--- config.mk ---
export PLATFORM = sky130hd
export DESIGN_NAME = fwp_status_ctrl
export DESIGN_NICKNAME = d
export VERILOG_FILES = /design/src/rtl/fwp_pkg.sv /design/src/rtl/fwp_status_ctrl.sv /design/src/rtl/fwp_delay_timer.sv /design/src/rtl/fwp_region_check.sv
export VERILOG_INCLUDE_DIRS = /design/src /design/src/rtl
export SDC_FILE = /design/constraint.sdc
export NUM_CORES = 1
export LEC_CHECK = 0
export BUFFER_PORTS_ARGS = -buffer_cell sky130_fd_sc_hd__buf_4
export CAP_MARGIN = 20
export CORE_MARGIN = 3
export CORE_UTILIZATION = 50
export DETAILED_ROUTE_END_ITERATION = 10
export MAX_ROUTING_LAYER = met4
export PLACE_DENSITY = 0.76
export SYNTH_ARGS = -nofsm -noshare
export SYNTH_HDL_FRONTEND = slang
export SYNTH_SLANG_ARGS = --single-unit
export TNS_END_PERCENT = 50
--- constraint.sdc ---
create_clock -name i_ref_clk -period 10.8 [get_ports i_ref_clk]
set_input_delay 2.16 -clock i_ref_clk [delete_from_list [all_inputs] [get_ports i_ref_clk]]
set_output_delay 2.16 -clock i_ref_clk [all_outputs]
set_load 0.005 [all_outputs]
--- src/rtl/fwp_cfg.svh ---
// Constants of the flash write-protect and status block.
`ifndef FWP_CFG_SVH
`define FWP_CFG_SVH

// Status bit positions.
`define FWP_BIT_BUSY 0
`define FWP_BIT_WEL 1
`define FWP_BIT_BP_LO 2
`define FWP_BIT_BP_HI 4
`define FWP_BIT_TB 5
`define FWP_BIT_GRAN 6
`define FWP_BIT_SRP_LO 7
`define FWP_BIT_SRP_HI 8
`define FWP_BIT_QE 9
`define FWP_BIT_LB_LO 10
`define FWP_BIT_LB_HI 13
`define FWP_BIT_CMP 14
`define FWP_BIT_SUS 15

// Factory values of the non-volatile fields.
`define FWP_RST_BP 3'h0
`define FWP_RST_SRP 2'h0
`define FWP_RST_LB 4'h0

// Instruction codes.
`define FWP_OP_WREN 8'h06
`define FWP_OP_WRDI 8'h04
`define FWP_OP_WRSR 8'h01
`define FWP_OP_RDSR1 8'h05
`define FWP_OP_RDSR2 8'h35
`define FWP_OP_PP 8'h02
`define FWP_OP_QPP 8'h32
`define FWP_OP_SE 8'h20
`define FWP_OP_BE32 8'h52
`define FWP_OP_BE64 8'hD8
`define FWP_OP_CE1 8'hC7
`define FWP_OP_CE2 8'h60
`define FWP_OP_ERSEC 8'h44
`define FWP_OP_PGSEC 8'h42
`define FWP_OP_SUSPEND 8'h75
`define FWP_OP_RESUME 8'h7A
`define FWP_OP_PDOWN 8'hB9
`define FWP_OP_RELEASE 8'hAB

// Timing.
`define FWP_CLK_PERIOD_NS 10
`define FWP_PUW_US 1000
`define FWP_PUW_CYCLES ((`FWP_PUW_US * 1000 + `FWP_CLK_PERIOD_NS - 1) / `FWP_CLK_PERIOD_NS)

`endif

--- src/rtl/fwp_pkg.sv ---
// Types of the flash write-protect and status block.
`default_nettype none
package fwp_pkg;

    typedef enum logic [1:0] {
        FWP_ST_READY = 2'h0,
        FWP_ST_BUSY = 2'h1,
        FWP_ST_SUSP = 2'h3,
        FWP_ST_PDOWN = 2'h2
    } fwp_state_type;

    typedef enum logic [2:0] {
        FWP_K_NONE = 3'h0,
        FWP_K_PROG = 3'h1,
        FWP_K_ERASE = 3'h2,
        FWP_K_STATUS = 3'h3,
        FWP_K_SECREG = 3'h4
    } fwp_kind_type;

    typedef struct packed {
        logic valid;
        logic [7:0] code;
        logic [15:0] wdata;
        logic wide;
        logic [9:0] first_sec;
        logic [9:0] last_sec;
        logic [1:0] sec_idx;
    } fwp_instr_type;

    typedef struct packed {
        logic cmp;
        logic gran;
        logic tb;
        logic [2:0] bp;
    } fwp_prot_type;

endpackage : fwp_pkg
`default_nettype wire

--- src/rtl/fwp_status_ctrl.sv ---
// Status register, write-enable latch and write protection of a serial flash.
// Behaviour
// - Refuse writes during power-up write delay.
// - Write enable latch clear at power-up.
// - Writes need write enable latch set.
// - Power-down accepts only release instruction.
// - Busy flag at S0 during operations.
// - Busy accepts only status read, suspend.
// - Operation done clears busy flag.
// - Write enable sets latch at S1.
// - Write disable and writes clear latch.
// - Three block-protect bits, default zero.
// - Top/bottom select, default top.
// - Granularity select: sectors or blocks.
// - Complement bit inverts protected region.
// - Two status-protect bits select mode.
// - Mode 00: pin ignored, latch suffices.
// - Mode 01: low pin locks status.
// - Mode 10: locked until power cycle.
// - Mode 11: status permanently locked.
// - Suspend flag set by 75h, cleared by 7Ah.
// - Security lock bits one-time settable.
// - Protect pin gates only outside quad.
// - Quad enable bit turns pins to data.
// - Ignore program/erase touching protected region.
`default_nettype none
`include "fwp_cfg.svh"
module fwp_status_ctrl
    import fwp_pkg::*;
#(
    parameter int unsigned PUW_CYCLES = `FWP_PUW_CYCLES
) (
    input wire logic i_ref_clk,
    input wire logic i_rst_n,
    input wire fwp_instr_type i_instr,
    input wire logic i_wp_n,
    input wire logic i_qpi_mode,
    input wire logic i_op_done,
    input wire logic i_nv_restore,
    input wire logic [15:0] i_nv_image,
    output logic [15:0] o_status,
    output logic o_quad_pins,
    output logic o_op_start,
    output fwp_kind_type o_op_kind,
    output logic o_op_suspend,
    output logic o_op_resume,
    output logic o_refused,
    output logic o_nv_commit
);
    fwp_state_type state_q;
    fwp_prot_type prot_q;
    fwp_kind_type kind_q;
    logic wel_q;
    logic [1:0] srp_q;
    logic qe_q;
    logic [3:0] lb_q;
    logic start_q;
    logic susp_q;
    logic resume_q;
    logic refused_q;
    logic commit_q;
    logic puw_done;
    logic hit;
    logic accept;
    logic refuse;
    logic is_prog;
    logic is_erase;
    logic is_wrsr;
    logic is_sec;
    logic writes;
    logic sr_locked;
    fwp_kind_type kind_d;
    logic [7:0] code;

    //--------------------------------------------------------------------
    // Power-up delay and protected-region decode
    //--------------------------------------------------------------------
    fwp_delay_timer #(
        .CYCLES(PUW_CYCLES)
    ) u_puw (
        .i_ref_clk(i_ref_clk),
        .i_rst_n(i_rst_n),
        .o_done(puw_done)
    );

    fwp_region_check u_region (
        .i_prot(prot_q),
        .i_first(i_instr.first_sec),
        .i_last(i_instr.last_sec),
        .o_hit(hit)
    );

    //--------------------------------------------------------------------
    // Instruction decode and acceptance
    //--------------------------------------------------------------------
    assign code = i_instr.code;
    assign is_prog = (code == `FWP_OP_PP) || (code == `FWP_OP_QPP);
    assign is_erase = (code == `FWP_OP_SE) || (code == `FWP_OP_BE32) ||
        (code == `FWP_OP_BE64) || (code == `FWP_OP_CE1) || (code == `FWP_OP_CE2);
    assign is_wrsr = (code == `FWP_OP_WRSR);
    assign is_sec = (code == `FWP_OP_ERSEC) || (code == `FWP_OP_PGSEC);
    assign writes = is_prog || is_erase || is_wrsr || is_sec;

    // The protect pin acts only while it is not a quad data line.
    assign sr_locked = srp_q[1] || (srp_q[0] && !qe_q && !i_wp_n);

    always_comb
    begin
        accept = 1'b0;
        refuse = 1'b0;
        kind_d = FWP_K_NONE;
        if (is_prog)
            kind_d = FWP_K_PROG;
        else if (is_erase)
            kind_d = FWP_K_ERASE;
        else if (is_wrsr)
            kind_d = FWP_K_STATUS;
        else if (is_sec)
            kind_d = FWP_K_SECREG;
        if (i_instr.valid)
        begin
            unique case (state_q)
                FWP_ST_READY:
                begin
                    if (!puw_done && ((code == `FWP_OP_WREN) || writes))
                        refuse = 1'b1;
                    else if (writes && !wel_q)
                        refuse = 1'b1;
                    else if ((is_prog || is_erase) && hit)
                        refuse = 1'b1;
                    else if (is_sec && lb_q[i_instr.sec_idx])
                        refuse = 1'b1;
                    else if (is_wrsr && sr_locked)
                        refuse = 1'b1;
                    else
                        accept = 1'b1;
                end
                FWP_ST_BUSY:
                begin
                    // A finishing operation has nothing left to suspend.
                    if ((code == `FWP_OP_SUSPEND) && !i_op_done &&
                        ((kind_q == FWP_K_PROG) || (kind_q == FWP_K_ERASE)))
                        accept = 1'b1;
                    else if ((code == `FWP_OP_RDSR1) || (code == `FWP_OP_RDSR2))
                        accept = 1'b1;
                    else
                        refuse = 1'b1;
                end
                FWP_ST_SUSP:
                begin
                    if (writes || (code == `FWP_OP_PDOWN))
                        refuse = 1'b1;
                    else
                        accept = 1'b1;
                end
                FWP_ST_PDOWN:
                begin
                    if (code == `FWP_OP_RELEASE)
                        accept = 1'b1;
                    else
                        refuse = 1'b1;
                end
            endcase
        end
    end

    //--------------------------------------------------------------------
    // Operating state: busy, suspended, powered down
    //--------------------------------------------------------------------
    always_ff @(posedge i_ref_clk or negedge i_rst_n)
    begin
        if (!i_rst_n)
        begin
            state_q <= FWP_ST_READY;
        end
        else
        begin
            unique case (state_q)
                FWP_ST_READY:
                begin
                    if (accept && writes)
                        state_q <= FWP_ST_BUSY;
                    else if (accept && (code == `FWP_OP_PDOWN))
                        state_q <= FWP_ST_PDOWN;
                end
                FWP_ST_BUSY:
                begin
                    if (i_op_done)
                        state_q <= FWP_ST_READY;
                    else if (accept && (code == `FWP_OP_SUSPEND))
                        state_q <= FWP_ST_SUSP;
                end
                FWP_ST_SUSP:
                begin
                    if (accept && (code == `FWP_OP_RESUME))
                        state_q <= FWP_ST_BUSY;
                end
                FWP_ST_PDOWN:
                begin
                    if (accept)
                        state_q <= FWP_ST_READY;
                end
            endcase
        end
    end

    //--------------------------------------------------------------------
    // Write enable latch
    //--------------------------------------------------------------------
    always_ff @(posedge i_ref_clk or negedge i_rst_n)
    begin
        if (!i_rst_n)
        begin
            wel_q <= 1'b0;
        end
        else if (accept && (state_q == FWP_ST_READY))
        begin
            if (code == `FWP_OP_WREN)
                wel_q <= 1'b1;
            else if ((code == `FWP_OP_WRDI) || writes)
                wel_q <= 1'b0;
        end
    end

    //--------------------------------------------------------------------
    // Non-volatile fields: restore at power-up, update on status write
    //--------------------------------------------------------------------
    always_ff @(posedge i_ref_clk or negedge i_rst_n)
    begin
        if (!i_rst_n)
        begin
            prot_q <= '{cmp: 1'b0, gran: 1'b0, tb: 1'b0, bp: `FWP_RST_BP};
            srp_q <= `FWP_RST_SRP;
            qe_q <= 1'b0;
            lb_q <= `FWP_RST_LB;
        end
        else if (i_nv_restore && !puw_done)
        begin
            prot_q.bp <= i_nv_image[`FWP_BIT_BP_HI:`FWP_BIT_BP_LO];
            prot_q.tb <= i_nv_image[`FWP_BIT_TB];
            prot_q.gran <= i_nv_image[`FWP_BIT_GRAN];
            prot_q.cmp <= i_nv_image[`FWP_BIT_CMP];
            // Lock-down lasts only until the next power cycle.
            srp_q <= (i_nv_image[`FWP_BIT_SRP_HI:`FWP_BIT_SRP_LO] == 2'h2) ? 2'h0 :
                i_nv_image[`FWP_BIT_SRP_HI:`FWP_BIT_SRP_LO];
            qe_q <= i_nv_image[`FWP_BIT_QE];
            lb_q <= i_nv_image[`FWP_BIT_LB_HI:`FWP_BIT_LB_LO];
        end
        else if (accept && is_wrsr && (state_q == FWP_ST_READY))
        begin
            prot_q.bp <= i_instr.wdata[`FWP_BIT_BP_HI:`FWP_BIT_BP_LO];
            prot_q.tb <= i_instr.wdata[`FWP_BIT_TB];
            prot_q.gran <= i_instr.wdata[`FWP_BIT_GRAN];
            srp_q[0] <= i_instr.wdata[`FWP_BIT_SRP_LO];
            if (i_instr.wide)
            begin
                srp_q[1] <= i_instr.wdata[`FWP_BIT_SRP_HI];
                // In QPI mode the quad enable bit cannot drop.
                qe_q <= i_instr.wdata[`FWP_BIT_QE] || (qe_q && i_qpi_mode);
                lb_q <= lb_q | i_instr.wdata[`FWP_BIT_LB_HI:`FWP_BIT_LB_LO];
                prot_q.cmp <= i_instr.wdata[`FWP_BIT_CMP];
            end
        end
    end

    //--------------------------------------------------------------------
    // Operation strobes to the array engine
    //--------------------------------------------------------------------
    always_ff @(posedge i_ref_clk or negedge i_rst_n)
    begin
        if (!i_rst_n)
        begin
            start_q <= 1'b0;
            kind_q <= FWP_K_NONE;
            susp_q <= 1'b0;
            resume_q <= 1'b0;
            refused_q <= 1'b0;
            commit_q <= 1'b0;
        end
        else
        begin
            start_q <= accept && writes && (state_q == FWP_ST_READY);
            if (accept && writes && (state_q == FWP_ST_READY))
                kind_q <= kind_d;
            susp_q <= accept && (state_q == FWP_ST_BUSY) && (code == `FWP_OP_SUSPEND);
            resume_q <= accept && (state_q == FWP_ST_SUSP) && (code == `FWP_OP_RESUME);
            refused_q <= refuse;
            commit_q <= accept && is_wrsr && (state_q == FWP_ST_READY);
        end
    end

    assign o_status = {state_q == FWP_ST_SUSP, prot_q.cmp, lb_q, qe_q, srp_q, prot_q.gran,
        prot_q.tb, prot_q.bp, wel_q, state_q == FWP_ST_BUSY};
    assign o_quad_pins = qe_q;
    assign o_op_start = start_q;
    assign o_op_kind = kind_q;
    assign o_op_suspend = susp_q;
    assign o_op_resume = resume_q;
    assign o_refused = refused_q;
    assign o_nv_commit = commit_q;
endmodule // fwp_status_ctrl
`default_nettype wire

--- src/rtl/fwp_delay_timer.sv ---
// Down counter that marks the end of a fixed delay after reset.
`default_nettype none
module fwp_delay_timer #(
    parameter int unsigned CYCLES = 16
) (
    input wire logic i_ref_clk,
    input wire logic i_rst_n,
    output logic o_done
);
    localparam int unsigned CW = $clog2(CYCLES + 1);
    logic [CW-1:0] cnt_q;

    always_ff @(posedge i_ref_clk or negedge i_rst_n)
    begin
        if (!i_rst_n)
        begin
            cnt_q <= CW'(CYCLES);
        end
        else if (cnt_q != '0)
        begin
            cnt_q <= cnt_q - CW'(1);
        end
    end

    assign o_done = (cnt_q == '0);
endmodule // fwp_delay_timer
`default_nettype wire

--- src/rtl/fwp_region_check.sv ---
// Tells whether a sector range touches the protected part of the array.
`default_nettype none
module fwp_region_check
    import fwp_pkg::*;
(
    input wire fwp_prot_type i_prot,
    input wire logic [9:0] i_first,
    input wire logic [9:0] i_last,
    output logic o_hit
);
    logic [10:0] n;
    logic [10:0] lo;
    logic [10:0] hi;

    // Size of the base region in 4KB sectors, before complement.
    always_comb
    begin
        if (i_prot.bp == 3'h0)
            n = 11'h000;
        else if (i_prot.bp == 3'h7)
            n = 11'h400;
        else if (i_prot.gran)
            n = (i_prot.bp[2]) ? 11'h008 : (11'h001 << (i_prot.bp - 3'h1));
        else
            n = 11'h010 << (i_prot.bp - 3'h1);
    end

    always_comb
    begin
        unique case ({i_prot.cmp, i_prot.tb})
            2'h0:
            begin
                lo = 11'h400 - n;
                hi = 11'h400;
            end
            2'h1:
            begin
                lo = 11'h000;
                hi = n;
            end
            2'h2:
            begin
                lo = 11'h000;
                hi = 11'h400 - n;
            end
            2'h3:
            begin
                lo = n;
                hi = 11'h400;
            end
        endcase
    end

    assign o_hit = (lo < hi) && ({1'b0, i_first} < hi) && ({1'b0, i_last} >= lo);
endmodule // fwp_region_check
`default_nettype wire

==> reports/qor_table.md, run 1 <==
| Item | Value |
|---|---|
| Max-cap violation count | 0 |
| Placeable core region | 7020 sq um |
| Aggregate global routing overflow | 0 |
| Root buf cell | sky130_fd_sc_hd__clkbuf_8 |
| Routed via count divided by cell count | 5.77 |
| Endpoint kind of the worst setup timing path | register |
| Nets in the synthesized netlist | 537 |
| IR drop worst, VDD | 0.0946 mV |
| Crit path DAT | 4.93 ns |
| Final weighted congestion in routability-driven placement | 0.925 |
| Worst setup SP type | register |
| Count of endpoints failing setup in the final report | 0 |
| Post-route DRC | 0 |
| Logic gate share of total power | 31.5% |
| Wire length per cell after detailed routing | 14.9 microns |
| FMAX | 211 MHz |
| Proportion of synthesized chip area in sequential cells | 27.6% |
| Horizontal die dimension | 92.6 microns |
| Die span in y | 92.6 microns |
| Post-Synthesis Cell Area | 3750 sq um |
| Routed wire length | 9010 microns |
| TritonCTS clock tree | yes |
| Initial antenna violation count | 0 |
| Latest clock arrival within the worst-skew pair | 0.30 ns |
| Top FF cell, synth | sky130_fd_sc_hd__dfrtp_1 |
| Count of warnings emitted by yosys | 0 |
| Postcts setup bufs | 0 |
| Number of antenna cells inserted | 0 |
| Final min period | 4.75 ns |
| Violation count after the first detailed-route iteration | 221 |
| Number of flops mapped to enable cells by yosys | 0 |
| Proportion of power drawn by the clock network | 28.1% |
| CP cell instances | nor4bb_1, inv_1, ha_1, nand2_1, o21ai_0, a32oi_1, nand2_1, o31ai_1, inv_1, ha_1, nand4_1, o31a_1, or4_4, nor4b_4, a21oi_2, mux2_4 |
| Largest net degree at the start of global routing | 42 |
| Async set or reset register ratio after synthesis | 100% |
| Total of buffers placed on input and output ports | 88 |
| Detail Placement HPWL | 6970 microns |
| Number of clock sinks | 41 |
| Critical Path RT | 10.99 ns |
| Layout net count | 610 |
| Number of synthesized register bits | 41 |
| Share of total power consumed by net switching | 32.4% |
| Average footprint of a synthesized cell | 8.60 sq um |
| Class of the most critical setup path | reg2reg |
| Area growth, synth to finish | 20.5% |
| Share of post-route cells with drive strength above 1 | 27.6% |
| Number of iterations in the first detailed-routing pass | 5 |
| Worst Max-Slew Pin Slew | 0.907 ns |
| Areal power density over the cells | 100 nW/um^2 |
| Critical Path Max Stage Delay | 0.76 ns |
| Ratio of final minimum period to clock period | 44.0% |
| Post-synth cell types | 80 |
| Cell count after synthesis | 436 |
| Clk_skew | 0.00738 ns |
| Hold Path Class | reg2reg |
| Post-CTS clock slew at the launch and capture registers of the worst setup and hold paths | 0.08 ns |
| Power spent charging and discharging nets | 0.147 mW |
| Total vias in the final route | 3494 |
| Part of the total power dissipated in sequential elements | 40.4% |
| Std cell rows | 30 |
| Headroom to the max-slew limit | 39.4% |
| Critical path's slowest cell | sky130_fd_sc_hd__dfrtp_1 |
| Post-detailed-route count of antenna-violating nets | 0 |
| Starting density of the core | 53.4% |
| Number of buffers between clock root and the deepest sink | 2 |
| Total routing resource utilization after global routing | 22.1% |
| Total of cells resized after clock tree synthesis | 0 |
| Final hold violation count | 0 |
| Final setup TNS | 0 ns |
| RSZ-0062 raised after global routing | false |
| Total Die Area | 8570 sq um |
| Fin Hold WS | 0.478 ns |
| Leakage power | 2.05 nW |
| Global-route wire length before repair | 15300 microns |
| Status | finished clean |
| H-tree depth | 2 |
| I/O pin count | 95 |
| Crit-path max FO | 25 |
| Max Slew Vio Count | 0 |
| Number of buffers created by CTS | 5 |
| Hold-fix buffer count after cts | 0 |
| Number of global-route vias before repair | 3288 |
| Internal Dissipation | 0.306 mW |
[final cells by class]
| class | count | area, sq um |
|---|---|---|
| Inverter | 27 | 101 |
| Fill cell | 625 | 2500 |
| Sequential cell | 41 | 1030 |
| Multi-Input combinational cell | 345 | 2480 |
| Timing Repair Buffer | 89 | 668 |
| Tap cell | 96 | 120 |
| Clock inverter | 3 | 46.3 |
| Clock buffer | 5 | 68.8 |
[per-stage QoR]
stage / setup slack [ns] / instance area, sq um / std cells / power [mW] / util (%)
6_report: 6.05 / 4520 / 606 / 0.453 / 64.4
5_1_grt: 5.67 / 4520 / 606 / 0.479 / 64.4
4_1_cts: 6.08 / 4520 / 606 / 0.456 / 64.4
3_5_place_dp: 6.00 / 4400 / 598 / 0.327 / 62.7
3_3_place_gp: 6.01 / 4400 / 598 / 0.325 / 62.7
2_1_floorplan: 6.31 / 3750 / 436 / 0.270 / -
[power groups by stage]
stage | logic, mW | registers [mW] | clock network, mW
floorplan | 0.0904 | 0.179 | 0
global placement | 0.139 | 0.185 | 0
detailed placement | 0.142 | 0.186 | 0
CTS | 0.142 | 0.183 | 0.131
global route | 0.160 | 0.185 | 0.135
finish | 0.143 | 0.183 | 0.127
[worst max-delay path, delay by kind of cell, from the launching register on]
| kind | cells | cell delay, ns |
|---|---|---|
| buffers and inverters | 2 | 0.18 |
| AOI/OAI and AO/OA | 5 | 0.99 |
| DFF | 1 | 0.76 |
| adders and majority gates | 2 | 0.66 |
| muxes | 1 | 0.32 |
| and+or+nand+nor | 6 | 1.72 |
[layer usage]
metal / up-vias / part of all wire (%) / global-route usage (%)
met2: 108 / 48 / 34.7
met5: - / 0 / -
met4: 0 / 0.85 / 6.06
met3: 8 / 5.2 / 3.41
li1: 1741 / - / -
met1: 1637 / 46 / 29.8
[cell usage in the layout, fill, tap and decap left out, drive strengths merged, types with 4 or more instances in the layout]
cell type	instances
o21a	5
nor4	10
nor3	16
mux2i	7
xnor2	8
nand3b	4
inv	27
nor2	41
and3	4
buf	89
o22ai	4
nand2b	9
or2	4
nor2b	10
o31ai	4
nand2	30
a32oi	4
a21o	9
nand4	7
o21ai	17
a211oi	6
ha	31
a21oi	41
nand3	9
dfrtp	35
or4	4
xor2	9
clkbuf	5
dfstp	6
[flip-flops by register name, summed over array words and instances (netlist names)]
register / count
lb_q: 4
o_nv_commit: 1
o_op_kind: 3
o_op_resume: 1
o_op_start: 1
o_op_suspend: 1
o_quad_pins: 1
o_refused: 1
o_status: 6
srp_q: 2
state_q: 2
u_puw.cnt_q: 17
wel_q: 1
[kinds of logic (layout without fill, tap and decap cells)]
group,Yosys count,in the layout,share of synthesized area (%)
and+or+nand+nor,165,165,25.3
AOI/OAI and AO/OA,120,120,22.8
buffers and inverters,50,124,6.27
DFF,41,41,27.6
adders and majority gates,32,32,10.6
xor gates and xnor gates,17,17,3.97
muxes,11,11,3.47
[synthesized netlist by cell type, types with 4 or more instances]
cell                       count  area, sq um
sky130_fd_sc_hd__nor2_1       41          154
sky130_fd_sc_hd__dfrtp_1      35          876
sky130_fd_sc_hd__ha_1         31          388
sky130_fd_sc_hd__nand2_1      30          113
sky130_fd_sc_hd__a21oi_1      27          135
sky130_fd_sc_hd__inv_1        27          101
sky130_fd_sc_hd__a21oi_2      14          123
sky130_fd_sc_hd__nor3_1       14         70.1
sky130_fd_sc_hd__o21ai_0      14         70.1
sky130_fd_sc_hd__clkbuf_1     12         45.0
sky130_fd_sc_hd__nor2b_1      10         62.6
sky130_fd_sc_hd__a21o_1        9         67.6
sky130_fd_sc_hd__nand2b_1      9         56.3
sky130_fd_sc_hd__nand3_1       9         45.0
sky130_fd_sc_hd__xor2_1        9         78.8
sky130_fd_sc_hd__xnor2_1       8         70.1
sky130_fd_sc_hd__mux2i_1       7         70.1
sky130_fd_sc_hd__dfstp_2       6          158
sky130_fd_sc_hd__nand4_1       6         37.5
sky130_fd_sc_hd__nor4_1        6         37.5
sky130_fd_sc_hd__a211oi_1      5         37.5
sky130_fd_sc_hd__o21a_1        5         37.5
sky130_fd_sc_hd__a32oi_1       4         35.0
sky130_fd_sc_hd__and3_1        4         25.0
sky130_fd_sc_hd__buf_2         4         20.0
sky130_fd_sc_hd__nand3b_1      4         30.0
sky130_fd_sc_hd__o22ai_1       4         25.0
sky130_fd_sc_hd__o31ai_1       4         30.0
[worst paths after layout]
| kind | from | cells after the start | slack (ns) | end |
|---|---|---|---|---|
| worst min register to register | u_puw.cnt_q[13]$_DFFE_PN0N_ | 1 | 0.48 | u_puw.cnt_q[13]$_DFFE_PN0N_ |
| min in group asynchronous | i_rst_n | 1 | 1.83 | u_puw.cnt_q[4]$_DFFE_PN0N_ |
| worst min-delay path | u_puw.cnt_q[13]$_DFFE_PN0N_ | 1 | 0.48 | u_puw.cnt_q[13]$_DFFE_PN0N_ |
| worst max register to register | o_status[3]$_DFFE_PN0P_ | 16 | 6.05 | o_op_kind[0]$_DFFE_PN0P_ |
| max in group asynchronous | i_rst_n | 1 | 8.60 | u_puw.cnt_q[7]$_DFFE_PN1N_ |
| worst max-delay path | o_status[3]$_DFFE_PN0P_ | 16 | 6.05 | o_op_kind[0]$_DFFE_PN0P_ |
(Power assumes the default switching activity.)
==> inputs of run 2 (changes only) <==
==> constraint.sdc (replaced) <==
create_clock -name i_ref_clk -period 4.9 [get_ports i_ref_clk]
set_input_delay 0.98 -clock i_ref_clk [delete_from_list [all_inputs] [get_ports i_ref_clk]]
set_output_delay 0.98 -clock i_ref_clk [all_outputs]
set_load 0.005 [all_outputs]
==> reports/qor_table.md, run 2 (synthesis gave the netlist of run 1 again) <==
| Item | Value | Delta |
|---|---|---|
| Status | finished clean | unchanged |
| Total Die Area | 8570 sq um | unchanged |
| Global-route wire length before repair | 16100 microns | was 15300 microns |
| Endpoint kind of the worst setup timing path | register | unchanged |
| Largest net degree at the start of global routing | 42 | unchanged |
| Total of cells resized after clock tree synthesis | 0 | unchanged |
| Final weighted congestion in routability-driven placement | 0.944 | was 0.925 |
| Non-filler instance count after layout | 611 | was 606 |
| Worst setup SP type | register | unchanged |
| IR drop worst, VDD | 0.186 mV | was 0.0946 mV |
| Worst reg2reg path startpoint | o_status[2]$_DFFE_PN0P_ | was o_status[3]$_DFFE_PN0P_ |
| Share of post-route cells with drive strength above 1 | 28.3% | was 27.6% |
| Area growth, synth to finish | 21.6% | was 20.5% |
| Post-detailed-route count of antenna-violating nets | 0 | unchanged |
| I/O pin count | 95 | unchanged |
| Total of buffers placed on input and output ports | 88 | unchanged |
| Headroom to the max-slew limit | 38.7% | was 39.4% |
| Die span in y | 92.6 microns | unchanged |
| Tot Pwr | 1.00 mW | was 0.453 mW |
| Family with the most delay on the worst path | compound AO/OA/AOI/OAI gates | was simple AND/OR/NAND/NOR gates |
| Worst Max-Slew Pin Slew | 0.917 ns | was 0.907 ns |
| Std cell rows | 30 | unchanged |
| Layout net count | 615 | was 610 |
| Power spent charging and discharging nets | 0.327 mW | was 0.147 mW |
| Class of the most critical setup path | reg2reg | unchanged |
| Most flops, register | u_puw.cnt_q | unchanged |
| Logic gate share of total power | 32.8% | was 31.5% |
| Most frequent standard cell in the layout excluding fill and tap cells | sky130_fd_sc_hd__buf_4 | unchanged |
| Internal Dissipation | 0.677 mW | was 0.306 mW |
| Max-cap violation count | 0 | unchanged |
| Number of buffers between clock root and the deepest sink | 2 | unchanged |
| Part of the total power dissipated in sequential elements | 39.4% | was 40.4% |
| Root buf cell | sky130_fd_sc_hd__clkbuf_8 | unchanged |
| Number of global-route vias before repair | 3409 | was 3288 |
| Critical path's slowest cell | sky130_fd_sc_hd__nor4bb_2 | was sky130_fd_sc_hd__dfrtp_1 |
| Worst setup path start | o_status[2]$_DFFE_PN0P_ | was o_status[3]$_DFFE_PN0P_ |
| Hold Path Class | reg2reg | unchanged |
| Max Slew Vio Count | 0 | unchanged |
| Postcts setup bufs | 0 | unchanged |
| Flip-flop count of the largest register, all copies and words added | 17 | unchanged |
| Worst Hold Launch | u_puw.cnt_q[16]$_DFFE_PN1N_ | was u_puw.cnt_q[13]$_DFFE_PN0N_ |
| Routed via count divided by cell count | 5.74 | was 5.77 |
| Crit-path max FO | 11 | was 25 |
| FMAX | 227 MHz | was 211 MHz |
| Initial antenna violation count | 0 | unchanged |
| Leakage power | 2.08 nW | was 2.05 nW |
| Final setup TNS | 0 ns | unchanged |
| Violation count after the first detailed-route iteration | 208 | was 221 |
| Detail Placement HPWL | 7350 microns | was 6970 microns |
| Critical Path RT | 5.11 ns | was 10.99 ns |
| Clk_skew | 0.00686 ns | was 0.00738 ns |
| Aggregate global routing overflow | 0 | unchanged |
| Horizontal die dimension | 92.6 microns | unchanged |
| Post-route DRC | 0 | unchanged |
| Commonest non-fill, non-tap cells in the layout | sky130_fd_sc_hd__buf_4, sky130_fd_sc_hd__nor2_1, sky130_fd_sc_hd__dfrtp_1 | unchanged |
| H-tree depth | 2 | unchanged |
| Ratio of final minimum period to clock period | 89.9% | was 44.0% |
| Share of total power consumed by net switching | 32.5% | was 32.4% |
| Number of antenna cells inserted | 0 | unchanged |
| Latest clock arrival within the worst-skew pair | 0.30 ns | about the same |
| Hold-fix buffer count after cts | 0 | unchanged |
| Number of buffers created by CTS | 5 | unchanged |
| Final min period | 4.40 ns | was 4.75 ns |
| Count of endpoints failing setup in the final report | 0 | unchanged |
| Placeable core region | 7020 sq um | unchanged |
| Critical Path Max Stage Delay | 0.49 ns | was 0.76 ns |
| Post-CTS clock slew at the launch and capture registers of the worst setup and hold paths | 0.09 ns | was 0.08 ns |
| Starting density of the core | 53.4% | unchanged |
| Number of clock sinks | 41 | unchanged |
| Total routing resource utilization after global routing | 23.5% | was 22.1% |
| TritonCTS clock tree | yes | unchanged |
| CP cell instances | nor4bb_2, inv_1, ha_1, nand2_1, o21ai_0, a32oi_1, nand2_1, o31ai_1, inv_1, ha_1, a21o_1, a2111oi_0, o31a_1, or4_4, nor4b_4, buf_4, a2111o_1, a211oi_1 | was nor4bb_1, inv_1, ha_1, nand2_1, o21ai_0, a32oi_1, nand2_1, o31ai_1, inv_1, ha_1, nand4_1, o31a_1, or4_4, nor4b_4, a21oi_2, mux2_4 |
| Cell Count Post-Placement | 603 | was 598 |
| Total vias in the final route | 3508 | was 3494 |
| Final hold violation count | 0 | unchanged |
| Worst Path Buf+Inv | 3 | was 2 |
| Wire length per cell after detailed routing | 15.2 microns | was 14.9 microns |
| Areal power density over the cells | 220 nW/um^2 | was 100 nW/um^2 |
| RSZ-0062 raised after global routing | false | unchanged |
| Number of iterations in the first detailed-routing pass | 4 | was 5 |
| Layout Utilization | 65.0% | was 64.4% |
| Routed wire length | 9320 microns | was 9010 microns |
| Proportion of power drawn by the clock network | 27.7% | was 28.1% |
| Crit path DAT | 4.61 ns | was 4.93 ns |
==> run 2: per-stage QoR <==
step	area, sq um	setup WS [ns]	hold WS (ns)
6_report	4560	0.496	0.480
3_3_place_gp	4440	0.573	0.457
5_1_grt	4560	0.0787	0.500
2_1_floorplan	3750	0.436	0.443
3_5_place_dp	4440	0.401	0.466
4_1_cts	4550	0.363	0.478
==> run 2: layout make-up <==
cell class                 count  area, sq um
clock inverter                 2         38.8
tap                           96          120
multi-input combinational    345         2490
sequential                    41         1030
inverter                      27          101
fill                         628         2460
timing repair buffer          94          706
clock buffer                   6         72.6
==> run 2: power by group through the flow <==
stage | sequential, mW | combinational, mW | clock, mW
2_1_floorplan | 0.396 | 0.199 | 0
3_3_place_gp | 0.400 | 0.320 | 0
3_5_place_dp | 0.401 | 0.327 | 0
4_1_cts | 0.395 | 0.330 | 0.283
5_1_grt | 0.399 | 0.371 | 0.296
6_report | 0.396 | 0.330 | 0.278
==> run 2: final timing paths <==
path                                                    end  slack (ns)  cells after the start
max in group asynchronous       u_puw.cnt_q[10]$_DFFE_PN1N_        3.87                      1
worst max-delay path                 state_q[1]$_DFFE_PN0P_        0.50                     18
worst min register to register  u_puw.cnt_q[16]$_DFFE_PN1N_        0.48                      1
min in group asynchronous        u_puw.cnt_q[4]$_DFFE_PN0N_        0.65                      1
worst min-delay path            u_puw.cnt_q[16]$_DFFE_PN1N_        0.48                      1
worst max register to register       state_q[1]$_DFFE_PN0P_        0.50                     18
==> run 2: layer usage <==
layer	wire length [microns]	track usage, %	part of all wire, %	vias up
met2	4430	38.9	48	106
met4	40	3.34	0.43	0
met5	0	-	0	-
met1	4300	31.1	46	1642
met3	545	4.06	5.9	5
li1	-	-	-	1755
==> run 2: worst reg2reg max path, stage by stage, from the launching register on <==
cell and delay (ns):
sky130_fd_sc_hd__dfrtp_1 0.39, sky130_fd_sc_hd__nor4bb_2 0.49, sky130_fd_sc_hd__inv_1 0.09, sky130_fd_sc_hd__ha_1 0.36, sky130_fd_sc_hd__nand2_1 0.12, sky130_fd_sc_hd__o21ai_0 0.08
sky130_fd_sc_hd__a32oi_1 0.32, sky130_fd_sc_hd__nand2_1 0.09, sky130_fd_sc_hd__o31ai_1 0.13, sky130_fd_sc_hd__inv_1 0.09, sky130_fd_sc_hd__ha_1 0.30, sky130_fd_sc_hd__a21o_1 0.17
sky130_fd_sc_hd__a2111oi_0 0.49, sky130_fd_sc_hd__o31a_1 0.25, sky130_fd_sc_hd__or4_4 0.14, sky130_fd_sc_hd__nor4b_4 0.06, sky130_fd_sc_hd__buf_4 0.17, sky130_fd_sc_hd__a2111o_1 0.35
sky130_fd_sc_hd__a211oi_1 0.22
==> inputs of run 3 (changes only) <==
--- a/config.mk
+++ b/config.mk
@@ -13,6 +13,7 @@
 export DETAILED_ROUTE_END_ITERATION = 10
 export MAX_ROUTING_LAYER = met4
 export PLACE_DENSITY = 0.76
+export RECOVER_POWER = 100
 export SYNTH_ARGS = -nofsm -noshare
 export SYNTH_HDL_FRONTEND = slang
 export SYNTH_SLANG_ARGS = --single-unit
==> reports/qor_table.md, run 3 (synthesis gave the netlist of run 1 again) <==
| Item | Value | Delta |
|---|---|---|
| Aggregate global routing overflow | 0 | unchanged |
| Ratio of final minimum period to clock period | 90.0% | was 89.9% |
| Wire length per cell after detailed routing | 15.3 microns | was 15.2 microns |
| Worst setup margin | 0.490 ns | was 0.496 ns |
| Global-route wire length before repair | 16100 microns | unchanged |
| Number of buffers between clock root and the deepest sink | 2 | unchanged |
| Placeable core region | 7020 sq um | unchanged |
| Most frequent standard cell in the layout excluding fill and tap cells | sky130_fd_sc_hd__buf_4 | unchanged |
| Root buf cell | sky130_fd_sc_hd__clkbuf_8 | unchanged |
| Commonest non-fill, non-tap cells in the layout | sky130_fd_sc_hd__buf_4, sky130_fd_sc_hd__nor2_1, sky130_fd_sc_hd__dfrtp_1 | unchanged |
| Crit path DAT | 4.62 ns | was 4.61 ns |
| Violation count after the first detailed-route iteration | 196 | was 208 |
| Worst setup SP type | register | unchanged |
| Area growth, synth to finish | 20.3% | was 21.6% |
| Number of clock sinks | 41 | unchanged |
| Detail Placement HPWL | 7350 microns | unchanged |
| Final hold violation count | 0 | unchanged |
| Total Die Area | 8570 sq um | unchanged |
| Latest clock arrival within the worst-skew pair | 0.30 ns | about the same |
| Critical Path RT | 5.11 ns | about the same |
| Routed wire length | 9320 microns | about the same |
| Leakage power | 2.05 nW | was 2.08 nW |
| Headroom to the max-slew limit | -43.9% | was 38.7% |
| Hold Path Class | reg2reg | unchanged |
| Number of iterations in the first detailed-routing pass | 4 | unchanged |
| Final min period | 4.41 ns | was 4.40 ns |
| Die span in y | 92.6 microns | unchanged |
| Count of endpoints failing setup in the final report | 0 | unchanged |
| FF/Latch Area | 1030 sq um | unchanged |
| IR drop worst, VDD | 0.186 mV | about the same |
| Max-cap violation count | 1 | was 0 |
| Clk_skew | 0.00660 ns | was 0.00686 ns |
| Flip-flop count of the largest register, all copies and words added | 17 | unchanged |
| Layout filler cell count | 638 | was 628 |
| Areal power density over the cells | 221 nW/um^2 | was 220 nW/um^2 |
| Crit-path max FO | 11 | unchanged |
| Initial antenna violation count | 0 | unchanged |
| I/O pin count | 95 | unchanged |
| Status | finished with violations | was finished clean |
| Post-detailed-route count of antenna-violating nets | 0 | unchanged |
| Number of antenna cells inserted | 0 | unchanged |
| Horizontal die dimension | 92.6 microns | unchanged |
| H-tree depth | 2 | unchanged |
| Post-route DRC | 0 | unchanged |
| Final setup TNS | 0 ns | unchanged |
| Worst Max-Slew Pin Slew | 2.16 ns | was 0.917 ns |
| Total of buffers placed on input and output ports | 88 | unchanged |
| RSZ-0062 raised after global routing | false | unchanged |
| Starting density of the core | 53.4% | unchanged |
| Total routing resource utilization after global routing | 23.5% | unchanged |
| Layout net count | 615 | unchanged |
| Share of post-route cells with drive strength above 1 | 26.0% | was 28.3% |
| Post-CTS clock slew at the launch and capture registers of the worst setup and hold paths | 0.09 ns | about the same |
| Pre-CTS setup slack | 0.401 ns | unchanged |
| Final weighted congestion in routability-driven placement | 0.944 | unchanged |
| Violations in the final reports | capacitance limit, slew limit |  |
| Number of global-route vias before repair | 3409 | unchanged |
| Max Slew Vio Count | 42 | was 0 |
| Total vias in the final route | 3507 | was 3508 |
| FMAX | 227 MHz | about the same |
| Routed via count divided by cell count | 5.74 | about the same |
| Class of the most critical setup path | reg2reg | unchanged |
| Largest net degree at the start of global routing | 42 | unchanged |
| Endpoint kind of the worst setup timing path | register | unchanged |
| Multi-input combinational cell area | 2450 sq um | was 2490 sq um |
| TritonCTS clock tree | yes | unchanged |
| Most flops, register | u_puw.cnt_q | unchanged |
| Number of buffers created by CTS | 5 | unchanged |
| Hold-fix buffer count after cts | 0 | unchanged |
| Std cell rows | 30 | unchanged |
-- run 3: cell count changes in the layout (fill, tap and decap cells not counted), moves of 3 or more --
cell	before	now
sky130_fd_sc_hd__clkbuf_1	1	4
sky130_fd_sc_hd__a21oi_2	14	11
sky130_fd_sc_hd__clkbuf_4	0	20
sky130_fd_sc_hd__a21oi_1	27	30
sky130_fd_sc_hd__buf_4	94	71
-- run 3: layout make-up --
type | instances | share of cell area [%]
clock buffer | 6 | 1.61
inverter | 27 | 2.25
tap | 96 | 2.66
sequential | 41 | 22.9
timing repair buffer | 94 | 15.4
multi-input combinational | 345 | 54.3
clock inverter | 2 | 0.860
-- run 3: path summary, 6_finish.rpt --
| path | start | to | slack (ns) | cells after the start |
|---|---|---|---|---|
| min in group asynchronous | i_rst_n | u_puw.cnt_q[4]$_DFFE_PN0N_ | 1.30 | 1 |
| worst min-delay path | u_puw.cnt_q[16]$_DFFE_PN1N_ | u_puw.cnt_q[16]$_DFFE_PN1N_ | 0.48 | 1 |
| worst max register to register | o_status[2]$_DFFE_PN0P_ | state_q[1]$_DFFE_PN0P_ | 0.49 | 18 |
| worst max-delay path | o_status[2]$_DFFE_PN0P_ | state_q[1]$_DFFE_PN0P_ | 0.49 | 18 |
| worst min register to register | u_puw.cnt_q[16]$_DFFE_PN1N_ | u_puw.cnt_q[16]$_DFFE_PN1N_ | 0.48 | 1 |
| max in group asynchronous | i_rst_n | o_op_kind[1]$_DFFE_PN0P_ | 2.36 | 1 |
-- run 3: critical path, cell delays in order (launching register included) --
cell                        delay (ns)
sky130_fd_sc_hd__dfrtp_1          0.39
sky130_fd_sc_hd__nor4bb_2         0.50
sky130_fd_sc_hd__inv_1            0.09
sky130_fd_sc_hd__ha_1             0.36
sky130_fd_sc_hd__nand2_1          0.12
sky130_fd_sc_hd__o21ai_0          0.08
sky130_fd_sc_hd__a32oi_1          0.32
sky130_fd_sc_hd__nand2_1          0.09
sky130_fd_sc_hd__o31ai_1          0.13
sky130_fd_sc_hd__inv_1            0.09
sky130_fd_sc_hd__ha_1             0.30
sky130_fd_sc_hd__a21o_1           0.17
sky130_fd_sc_hd__a2111oi_0        0.49
sky130_fd_sc_hd__o31a_1           0.25
sky130_fd_sc_hd__or4_4            0.14
sky130_fd_sc_hd__nor4b_4          0.05
sky130_fd_sc_hd__buf_4            0.17
sky130_fd_sc_hd__a2111o_1         0.35
sky130_fd_sc_hd__a211oi_1         0.22
-- run 3: timing repair --
item | 4_1_cts | 5_1_grt
setup endpoints to repair | 0 | 4
endpoints found under the hold margin | 0 | 0
buffers inserted | 0 | 0
gates resized for setup | 0 | 1
-- run 3: report_power, final --
part / switching [mW] / internal [mW]
Sequential: 0.0293 / 0.365
Combinational: 0.169 / 0.156
Clock: 0.125 / 0.153
-- run 3: per-stage QoR --
| stage | power (mW) | cell area [sq um] | utilization, % | std cells | hold slack, ns |
|---|---|---|---|---|---|
| floorplan | 0.595 | 3750 | - | 436 | 0.443 |
| finish | 0.997 | 4510 | 64.3 | 611 | 0.480 |
| CTS | 1.01 | 4550 | 64.9 | 611 | 0.478 |
| detailed placement | 0.728 | 4440 | 63.3 | 603 | 0.466 |
| global route | 1.06 | 4510 | 64.3 | 611 | 0.500 |
| global placement | 0.720 | 4440 | 63.3 | 603 | 0.457 |
-- run 3: metal layers --
metal	part of all wire, %	vias to the layer above	track usage (%)
met1	47	1648	31.1
met4	0.68	0	3.34
li1	-	1758	-
met2	47	94	38.9
met3	4.9	7	4.06
met5	0	-	-
